===== config.mk =====
export PLATFORM = sky130hd
export DESIGN_NAME = epcp_preload
export DESIGN_NICKNAME = d
export VERILOG_FILES = /design/src/hw/epcp_pkg.sv /design/src/hw/epcp_preload.sv /design/src/hw/epcp_word_fetch.sv
export VERILOG_INCLUDE_DIRS = /design/src /design/src/hw
export SDC_FILE = /design/constraint.sdc
export NUM_CORES = 2
export LEC_CHECK = 0
export ABC_AREA = 0
export BUFFER_PORTS_ARGS = -buffer_cell sky130_fd_sc_hd__buf_2
export CAP_MARGIN = 20
export CORE_ASPECT_RATIO = 2
export CORE_UTILIZATION = 45
export CTS_CLUSTER_SIZE = 16
export DETAILED_ROUTE_END_ITERATION = 16
export GPL_ROUTABILITY_DRIVEN = 0
export PLACE_DENSITY_LB_ADDON = 0.12
export SETUP_SLACK_MARGIN = 0.02
export SYNTH_ARGS = -nofsm -noshare
export SYNTH_HDL_FRONTEND = slang
export SYNTH_SLANG_ARGS = --single-unit

===== constraint.sdc =====
create_clock -name clk_sys -period 2.8 [get_ports clk_sys]
set_input_delay 0.56 -clock clk_sys [delete_from_list [all_inputs] [get_ports clk_sys]]
set_output_delay 0.56 -clock clk_sys [all_outputs]
set_load 0.005 [all_outputs]

===== src/hw/epcp_params.svh =====
`ifndef EPCP_PARAMS_SVH
`define EPCP_PARAMS_SVH
// What this block does
// - replay word bits 11:0 to 70h timeout, ports 3-5
// - replay word bit 12 to 70h enable bit 12
// - replay word bits 14:13 to 8Ch 25:24
// - ack word bits 13:0 to 70h 29:16
// - ack word bit 14 to 70h bit 30
// - control word bits 7:0 to 8Ch 23:16
// - control word bit 12 to 8Ch bit 10
// - control word bit 14 to 8Ch bit 11
// - ports 1-2 control bit 13 to 9Ch bit 0

// ----------------------------------------
// sequence and memory layout
// ----------------------------------------
`define EPCP_NUM_PORTS 6
`define EPCP_NUM_STEPS 4'hC
`define EPCP_LAST_STEP 4'hB
`define EPCP_WORD_STRIDE 8'h02
`define EPCP_EE_REPLAY_BASE 8'hD6
`define EPCP_REPLAY_FIRST_PORT 3'h3
`define EPCP_REPLAY_STEPS 4'h3
`define EPCP_EE_ACK_BASE 8'hE0
`define EPCP_ACK_STEPS 4'h6
`define EPCP_EE_CTRL_BASE 8'hF0
`define EPCP_PM_FIRST_PORT 3'h1

// ----------------------------------------
// configuration offsets and reset values
// ----------------------------------------
`define EPCP_OFS_LLTC 8'h70
`define EPCP_OFS_PHY 8'h8C
`define EPCP_OFS_PM 8'h9C
`define EPCP_RST_LLTC 32'h00000000
`define EPCP_RST_PHY 32'h00000000
`define EPCP_RST_PM 32'h00000000

// ----------------------------------------
// field positions
// ----------------------------------------
`define EPCP_RPL_HI 11
`define EPCP_RPL_LO 0
`define EPCP_RPL_EN 12
`define EPCP_TS_SRC_HI 14
`define EPCP_TS_SRC_LO 13
`define EPCP_TS_DST_HI 25
`define EPCP_TS_DST_LO 24
`define EPCP_ACK_SRC_HI 13
`define EPCP_ACK_SRC_LO 0
`define EPCP_ACK_DST_HI 29
`define EPCP_ACK_DST_LO 16
`define EPCP_ACK_EN_SRC 14
`define EPCP_ACK_EN_DST 30
`define EPCP_PHY6_SRC_HI 7
`define EPCP_PHY6_SRC_LO 0
`define EPCP_PHY6_DST_HI 23
`define EPCP_PHY6_DST_LO 16
`define EPCP_DIS_SRC 12
`define EPCP_DIS_DST 10
`define EPCP_RSEL_SRC 14
`define EPCP_RSEL_DST 11
`define EPCP_PMC_SRC 13
`define EPCP_PMC_DST 0
`endif


===== src/hw/epcp_pkg.sv =====
package epcp_pkg;
  `include "epcp_params.svh"

  typedef enum logic [1:0] {
    EPCP_KIND_REPLAY = 2'h0,
    EPCP_KIND_ACK = 2'h1,
    EPCP_KIND_CTRL = 2'h2
  } epcp_kind_t;

  typedef struct packed {
    epcp_kind_t kind;
    logic [2:0] port;
    logic [7:0] addr;
  } epcp_step_t;

  // step index to memory word address, kind and target port
  function automatic epcp_step_t epcp_step_decode(input logic [3:0] step);
    epcp_step_t s;
    logic [3:0] idx;
    s = '{kind: EPCP_KIND_REPLAY, port: 3'h0, addr: 8'h00};
    idx = 4'h0;
    if (step < `EPCP_REPLAY_STEPS) begin
      idx = step;
      s.kind = EPCP_KIND_REPLAY;
      s.port = 3'(idx) + `EPCP_REPLAY_FIRST_PORT;
      s.addr = `EPCP_EE_REPLAY_BASE + 8'(idx) * `EPCP_WORD_STRIDE;
    end else if (step < `EPCP_REPLAY_STEPS + `EPCP_ACK_STEPS) begin
      idx = step - `EPCP_REPLAY_STEPS;
      s.kind = EPCP_KIND_ACK;
      s.port = 3'(idx);
      s.addr = `EPCP_EE_ACK_BASE + 8'(idx) * `EPCP_WORD_STRIDE;
    end else begin
      idx = step - `EPCP_REPLAY_STEPS - `EPCP_ACK_STEPS;
      s.kind = EPCP_KIND_CTRL;
      s.port = 3'(idx);
      s.addr = `EPCP_EE_CTRL_BASE + 8'(idx) * `EPCP_WORD_STRIDE;
    end
    return s;
  endfunction
endpackage


===== src/hw/epcp_preload.sv =====
`timescale 1ns/1ps
`include "epcp_params.svh"
module epcp_preload #(
  parameter int NPORT = `EPCP_NUM_PORTS
) (
  input wire logic clk_sys,
  input wire logic rst_n,
  input wire logic reload,
  output logic eep_req,
  output logic [7:0] eep_addr,
  input wire logic eep_ack,
  input wire logic [15:0] eep_rdata,
  input wire logic cfg_wr,
  input wire logic cfg_rd,
  input wire logic [2:0] cfg_port,
  input wire logic [7:0] cfg_offset,
  input wire logic [31:0] cfg_wdata,
  output logic [31:0] cfg_rdata,
  output logic cfg_rvalid,
  output logic preload_busy,
  output logic preload_done,
  output logic [NPORT-1:0][31:0] link_layer_timer_control,
  output logic [NPORT-1:0][31:0] port_phy_control,
  output logic [NPORT-1:0][31:0] power_mgmt_capability_control
);
  import epcp_pkg::*;

  // ----------------------------------------
  // configuration decode helpers
  // ----------------------------------------
  localparam logic [1:0] SEL_LLTC = 2'h0;
  localparam logic [1:0] SEL_PHY = 2'h1;
  localparam logic [1:0] SEL_PM = 2'h2;
  localparam logic [1:0] SEL_NONE = 2'h3;

  // register select of an offset, none when unmapped
  function automatic logic [1:0] epcp_ofs_sel(input logic [7:0] ofs);
    logic [1:0] sel;
    sel = SEL_NONE;
    if (ofs == `EPCP_OFS_LLTC) begin
      sel = SEL_LLTC;
    end else if (ofs == `EPCP_OFS_PHY) begin
      sel = SEL_PHY;
    end else if (ofs == `EPCP_OFS_PM) begin
      sel = SEL_PM;
    end
    return sel;
  endfunction

  // port index within the built ports
  function automatic logic epcp_port_ok(input logic [2:0] port);
    return 32'(port) < NPORT;
  endfunction

  // ----------------------------------------
  // state
  // ----------------------------------------
  typedef struct packed {
    logic [NPORT-1:0][31:0] lltc;
    logic [NPORT-1:0][31:0] phy;
    logic [NPORT-1:0][31:0] pm;
    logic kick;
    logic done;
    logic [31:0] rdata;
    logic rvalid;
  } epcp_main_t;

  epcp_main_t s_q;
  epcp_main_t s_d;

  logic fetch_start;
  logic word_valid;
  logic [3:0] word_step;
  logic [15:0] word_data;
  logic busy;
  epcp_step_t info;
  logic [1:0] ofs_sel;
  logic port_ok;

  assign ofs_sel = epcp_ofs_sel(cfg_offset);
  assign port_ok = epcp_port_ok(cfg_port);

  // reload is ignored until the last merge has landed
  assign fetch_start = s_q.kick || (reload && !preload_busy);

  epcp_word_fetch u_fetch (
    .clk_sys(clk_sys),
    .rst_n(rst_n),
    .start(fetch_start),
    .eep_req(eep_req),
    .eep_addr(eep_addr),
    .eep_ack(eep_ack),
    .eep_rdata(eep_rdata),
    .word_valid(word_valid),
    .word_step(word_step),
    .word_data(word_data),
    .busy(busy)
  );

  assign info = epcp_step_decode(word_step);

  // ----------------------------------------
  // field merge and configuration access
  // ----------------------------------------
  always_comb begin
    s_d = s_q;
    s_d.kick = 1'b0;
    s_d.rvalid = cfg_rd;
    if (fetch_start) begin
      s_d.done = 1'b0;
    end
    if (word_valid) begin
      unique case (info.kind)
        EPCP_KIND_REPLAY: begin
          s_d.lltc[info.port][`EPCP_RPL_HI:`EPCP_RPL_LO] =
            word_data[`EPCP_RPL_HI:`EPCP_RPL_LO];
          s_d.lltc[info.port][`EPCP_RPL_EN] = word_data[`EPCP_RPL_EN];
          s_d.phy[info.port][`EPCP_TS_DST_HI:`EPCP_TS_DST_LO] =
            word_data[`EPCP_TS_SRC_HI:`EPCP_TS_SRC_LO];
        end
        EPCP_KIND_ACK: begin
          s_d.lltc[info.port][`EPCP_ACK_DST_HI:`EPCP_ACK_DST_LO] =
            word_data[`EPCP_ACK_SRC_HI:`EPCP_ACK_SRC_LO];
          s_d.lltc[info.port][`EPCP_ACK_EN_DST] = word_data[`EPCP_ACK_EN_SRC];
        end
        default: begin
          s_d.phy[info.port][`EPCP_PHY6_DST_HI:`EPCP_PHY6_DST_LO] =
            word_data[`EPCP_PHY6_SRC_HI:`EPCP_PHY6_SRC_LO];
          s_d.phy[info.port][`EPCP_DIS_DST] = word_data[`EPCP_DIS_SRC];
          s_d.phy[info.port][`EPCP_RSEL_DST] = word_data[`EPCP_RSEL_SRC];
          if (info.port >= `EPCP_PM_FIRST_PORT) begin
            s_d.pm[info.port][`EPCP_PMC_DST] = word_data[`EPCP_PMC_SRC];
          end
          if (word_step == `EPCP_LAST_STEP) begin
            s_d.done = 1'b1;
          end
        end
      endcase
    end
    // software writes are dropped until the last merge has landed
    if (cfg_wr && !preload_busy && port_ok) begin
      unique case (ofs_sel)
        SEL_LLTC: begin
          s_d.lltc[cfg_port] = cfg_wdata;
        end
        SEL_PHY: begin
          s_d.phy[cfg_port] = cfg_wdata;
        end
        SEL_PM: begin
          s_d.pm[cfg_port] = cfg_wdata;
        end
        default: begin
        end
      endcase
    end
    // read path, zero for unmapped offsets and ports
    s_d.rdata = 32'h00000000;
    if (cfg_rd && port_ok) begin
      unique case (ofs_sel)
        SEL_LLTC: begin
          s_d.rdata = s_q.lltc[cfg_port];
        end
        SEL_PHY: begin
          s_d.rdata = s_q.phy[cfg_port];
        end
        SEL_PM: begin
          s_d.rdata = s_q.pm[cfg_port];
        end
        default: begin
        end
      endcase
    end
  end

  always_ff @(posedge clk_sys) begin
    if (!rst_n) begin
      s_q.lltc <= {NPORT{`EPCP_RST_LLTC}};
      s_q.phy <= {NPORT{`EPCP_RST_PHY}};
      s_q.pm <= {NPORT{`EPCP_RST_PM}};
      s_q.kick <= 1'b1;
      s_q.done <= 1'b0;
      s_q.rdata <= 32'h00000000;
      s_q.rvalid <= 1'b0;
    end else begin
      s_q <= s_d;
    end
  end

  // ----------------------------------------
  // outputs
  // ----------------------------------------
  assign cfg_rdata = s_q.rdata;
  assign cfg_rvalid = s_q.rvalid;
  // busy covers the merge cycle after the last answer
  assign preload_busy = busy || s_q.kick || word_valid;
  assign preload_done = s_q.done;
  assign link_layer_timer_control = s_q.lltc;
  assign port_phy_control = s_q.phy;
  assign power_mgmt_capability_control = s_q.pm;
endmodule


===== src/hw/epcp_word_fetch.sv =====
`timescale 1ns/1ps
`include "epcp_params.svh"
module epcp_word_fetch (
  input wire logic clk_sys,
  input wire logic rst_n,
  input wire logic start,
  output logic eep_req,
  output logic [7:0] eep_addr,
  input wire logic eep_ack,
  input wire logic [15:0] eep_rdata,
  output logic word_valid,
  output logic [3:0] word_step,
  output logic [15:0] word_data,
  output logic busy
);
  import epcp_pkg::*;

  // ----------------------------------------
  // state
  // ----------------------------------------
  typedef enum logic [1:0] {
    EPCP_ST_IDLE = 2'b00,
    EPCP_ST_REQ = 2'b01,
    EPCP_ST_GAP = 2'b11,
    EPCP_ST_DONE = 2'b10
  } epcp_fstate_t;

  typedef struct packed {
    epcp_fstate_t st;
    logic [3:0] step;
    logic [7:0] addr;
    logic [15:0] word;
    logic [3:0] wstep;
    logic wvalid;
  } epcp_fetch_t;

  epcp_fetch_t s_q;
  epcp_fetch_t s_d;

  // ----------------------------------------
  // sequencer
  // ----------------------------------------
  always_comb begin
    s_d = s_q;
    s_d.wvalid = 1'b0;
    unique case (s_q.st)
      EPCP_ST_IDLE, EPCP_ST_DONE: begin
        if (start) begin
          s_d.st = EPCP_ST_REQ;
          s_d.step = 4'h0;
          s_d.addr = epcp_step_decode(4'h0).addr;
        end
      end
      EPCP_ST_REQ: begin
        if (eep_ack) begin
          s_d.word = eep_rdata;
          s_d.wstep = s_q.step;
          s_d.wvalid = 1'b1;
          s_d.st = (s_q.step == `EPCP_LAST_STEP) ? EPCP_ST_DONE : EPCP_ST_GAP;
        end
      end
      EPCP_ST_GAP: begin
        s_d.step = s_q.step + 4'h1;
        s_d.addr = epcp_step_decode(s_q.step + 4'h1).addr;
        s_d.st = EPCP_ST_REQ;
      end
    endcase
  end

  always_ff @(posedge clk_sys) begin
    if (!rst_n) begin
      s_q <= '{st: EPCP_ST_IDLE, step: 4'h0, addr: 8'h00, word: 16'h0000,
               wstep: 4'h0, wvalid: 1'b0};
    end else begin
      s_q <= s_d;
    end
  end

  assign eep_req = (s_q.st == EPCP_ST_REQ);
  assign eep_addr = s_q.addr;
  assign word_valid = s_q.wvalid;
  assign word_step = s_q.wstep;
  assign word_data = s_q.word;
  assign busy = (s_q.st == EPCP_ST_REQ) || (s_q.st == EPCP_ST_GAP);
endmodule

==> run_results.csv <==
group,metric,value,unit
timing,final_max_slew_viol_count,0,
setup_path,cp_num_buf_inv,2,
clock_network,cts-root-buf,"clkbuf_16",
setup_path,slowest_stage,"or4b_1",
timing,setup_tns,0,ps
timing,fmax,0.386,GHz
power,vdd_drop_max,0.514,mV
global_routing,grt_pass1_wl,226,mm
timing,holdWs,132,ps
clock_network,cts.clk_slew.worst_paths,70,ps
floorplan,dieHeight,396,um
route,avgRoutedWirePerCell,31.2,um
layout,area_growth,8.56,%
setup_path,path_cells,"or4b_1 > nor2_1 > buf_4 > nand2_1 > buf_4 > a22oi_1 > nor2_1",
placement,dp.cells,5068,
logic_synthesis,synth.top_cells.by_area,"dfxtp_1 (37%), buf_4 (14%), mux2i_1 (11%)",
logic_synthesis,synth_warnings,0,
clock_network,cts_sinks,643,
logic_synthesis,netlist_area,0.0349,mm2
clock_network,ctsResizeCount,0,
global_routing,grt_max_degree,108,
clock_network,clk-insertion-delay-late,660,ps
logic_synthesis,synth_top_family_by_area,"compound AO/OA/AOI/OAI gates",
worst_hold_path,hp-start,"eep_rdata[9]",
clock_network,cts_max_level,2,
timing,skew,20.9,ps
setup_path,r2r-start,"u_fetch.s_q[33]$_SDFFE_PN0P_",
layout,post-route-util,49.3,%
clock_network,postCtsHoldBufs,0,
power,powerDensity,517,mW/mm2
setup_path,arrival,3120,ps
logic_synthesis,syn_nets,4203,
worst_hold_path,hold_path_class,"in -> reg",
logic_synthesis,synth_common_cells,"dfxtp_1 (643), buf_4 (639), nor2_1 (433)",
layout,layout-drive-gt1-share,27.7,%
logic_synthesis,ys_ff_latch,643,
floorplan,fp.coreArea,0.0769,mm2
setup_path,cp_max_fo,12,
floorplan,die_area,0.0788,mm2
logic_synthesis,synth-compound-area-share,20.0,%
route,drtPass1Iterations,6,
logic_synthesis,synth.most_common_cell,"dfxtp_1",
worst_hold_path,min_to,"u_fetch.word_data[9]$_SDFFE_PN0P_",
power,pwr-share-comb,7.1,%
timing,fin_crit,2590,ps
timing,worst_pin_slew,1270,ps
floorplan,die_w,199,um
timing,grt_setup_unrepaired,"no",
power,seq_power_share,47.1,%
setup_path,reg2reg_to,"port_phy_control[168]$_SDFF_PN0_",
logic_synthesis,ys_seq_area_share,36.9,%
power,swShare,25.8,%
logic_synthesis,async_reset_ff_share,0,%
global_routing,antenna_found_initial,8,
global_routing,first_global_vias,30200,
logic_synthesis,synth-simple-area-share,12.3,%
power,p_int,14.6,mW
layout,fin_area,0.0379,mm2
logic_synthesis,synth_top_cell_by_area,"dfxtp_1",
logic_synthesis,synth_edf_count,0,
route,wirelength,162,mm
placement,pre_cts_ws,-256,ps
setup_path,ff2ff_path_depth,7,
floorplan,start_util,45.4,%
setup_path,ff2ff_setup_slack,210,ps
layout,fin_cells,5179,
outcome,status,"finished, final reports clean",
floorplan,io_pins,685,
route,drt-vias-per-instance,6.07,
power,clkPwrFrac,45.8,%
setup_path,cpPeakStageDelay,830,ps
logic_synthesis,ys.flop_type,"dfxtp_1",
clock_network,cts_made_buffers,60,
setup_path,startpoint_type,"register",
setup_path,worstSetupPathType,"reg -> reg",
global_routing,grt.total_usage,40.1,%
layout,nets,4180,
logic_synthesis,synth_adder_area_share,0.215,%
route,drc_errors,0,
setup_path,cp.required,3330,ps
setup_path,cp_top_family,"simple AND/OR/NAND/NOR gates",
placement,port_buffers,682,
logic_synthesis,yosys.area_share.xor_xnor,0.100,%
power,power,19.6,mW
timing,hold_viol,0,
layout,final.fill_count,7700,
timing,setup_viol,0,
floorplan,rows,144,
global_routing,gr-total-overflow,0,
route,antenna_left,0,
timing,period_share,92.5,%
clock_network,post_cts_buffers,0,
route,num_vias,31400,
clock_network,tritoncts,"done",
setup_path,end_kind,"register",
power,p_sw,5.06,mW
clock_network,cts_buffer_depth,3,
worst_hold_path,worstHoldPathCells,3,
placement,dp_hpwl,117,mm
logic_synthesis,syn_avg_cell_area,8.45,um2
route,drtIter0Drc,2641,
placement,place_area,0.0358,mm2
logic_synthesis,synth_top_area_share,36.9,%
logic_synthesis,synthMuxAreaShare,11.8,%
power,leakagePower,16.7,nW
flow_run,cap_viol_max_count,0,
logic_synthesis,ys_types,88,
timing,worst_slack,211,ps
timing,max_slew_margin,15.5,%
logic_synthesis,synth_cells,4132,
-- worst max path at each step --
stage | depth (start not counted) | startpoint | endpoint | slack [ps]
after detailed placement | 8 | cfg_port[1] | cfg_rdata[16]$_SDFF_PN0_ | -260
final | 7 | u_fetch.s_q[33]$_SDFFE_PN0P_ | port_phy_control[168]$_SDFF_PN0_ | 210
after global placement | 8 | cfg_port[1] | cfg_rdata[16]$_SDFF_PN0_ | -240
after CTS | 7 | u_fetch.s_q[33]$_SDFFE_PN0P_ | port_phy_control[167]$_SDFF_PN0_ | 230
after floorplan | 10 | u_fetch.word_step[0]$_SDFFE_PN0P_ | port_phy_control[116]$_SDFF_PN0_ | 280
after global routing | 8 | u_fetch.word_step[1]$_SDFFE_PN0P_ | link_layer_timer_control[150]$_SDFF_PN0_ | 110
-- registers in the layout, summed over array words and instances (netlist names) --
| register | cells |
|---|---|
| cfg_rdata | 32 |
| u_fetch.word_data | 15 |
| u_fetch.eep_addr | 6 |
| port_phy_control | 192 |
| s_q | 1 |
| u_fetch.s_q | 6 |
| cfg_rvalid | 1 |
| u_fetch.word_step | 4 |
| link_layer_timer_control | 192 |
| preload_done | 1 |
| u_fetch.word_valid | 1 |
| power_mgmt_capability_control | 192 |
-- layout make-up --
type,instances,area (um2),share of cell area (%)
clock buffer,83,1720,4.54
clock inverter,25,350,0.924
tap,1022,1280,3.37
multi-input combinational,2447,15700,41.5
sequential,643,12900,34.0
inverter,46,180,0.475
timing repair buffer,911,5770,15.2
antenna,2,5.00,0.0132
-- logic make-up (layout without fill, tap and decap cells) --
family                     after synthesis  after routing
AOI/OAI and AO/OA                     1092           1092
xor gates and xnor gates                 4              4
adders and majority gates                6              6
buffers and inverters                 1042           1065
DFF                                    643            643
muxes                                  394            394
other                                    1              3
and+or+nand+nor                        950            950
-- routing by layer --
metal,share of wire [%],wire length [um],vias up,GRT usage (%)
met5,0.049,79,-,0
met1,37,59100,15400,46.3
met4,7.0,11300,12,24.8
met3,9.8,15800,439,10.6
li1,-,-,13900,-
met2,47,75500,1713,65.4
-- cell usage in the layout (no fill, tap or decap), types with 31 or more instances in the layout --
cell       netlist  layout
clkbuf_16        0      61
buf_12           3      49
o2111ai_1       39      39
a31oi_1         33      33
nand2_2         29      31
o21ai_0        231     231
nand2_1        283     281
a211oi_1        36      36
buf_2           56     678
dfxtp_1        643     643
a22oi_1        219     219
a21oi_1        292     292
inv_1           43      43
a21oi_2         31      31
nor2_1         433     432
buf_4          639     181
mux2i_1        369     369
o22ai_1         84      84
-- power groups by stage --
stage / registers, mW / clock network [mW] / logic, mW
2_1_floorplan: 9.38 / 0 / 0.802
3_3_place_gp: 9.44 / 0 / 1.36
3_5_place_dp: 9.44 / 0 / 1.37
4_1_cts: 9.23 / 9.08 / 1.37
5_1_grt: 9.22 / 9.37 / 1.46
6_report: 9.23 / 8.98 / 1.40
-- worst reg2reg max path, delay by kind of cell, from the launching register on --
kind	cells	cell delay, ps
AOI/OAI and AO/OA	1	180
buffers and inverters	2	500
DFF	1	390
and+or+nand+nor	4	1380
(Power assumes the default switching activity.)
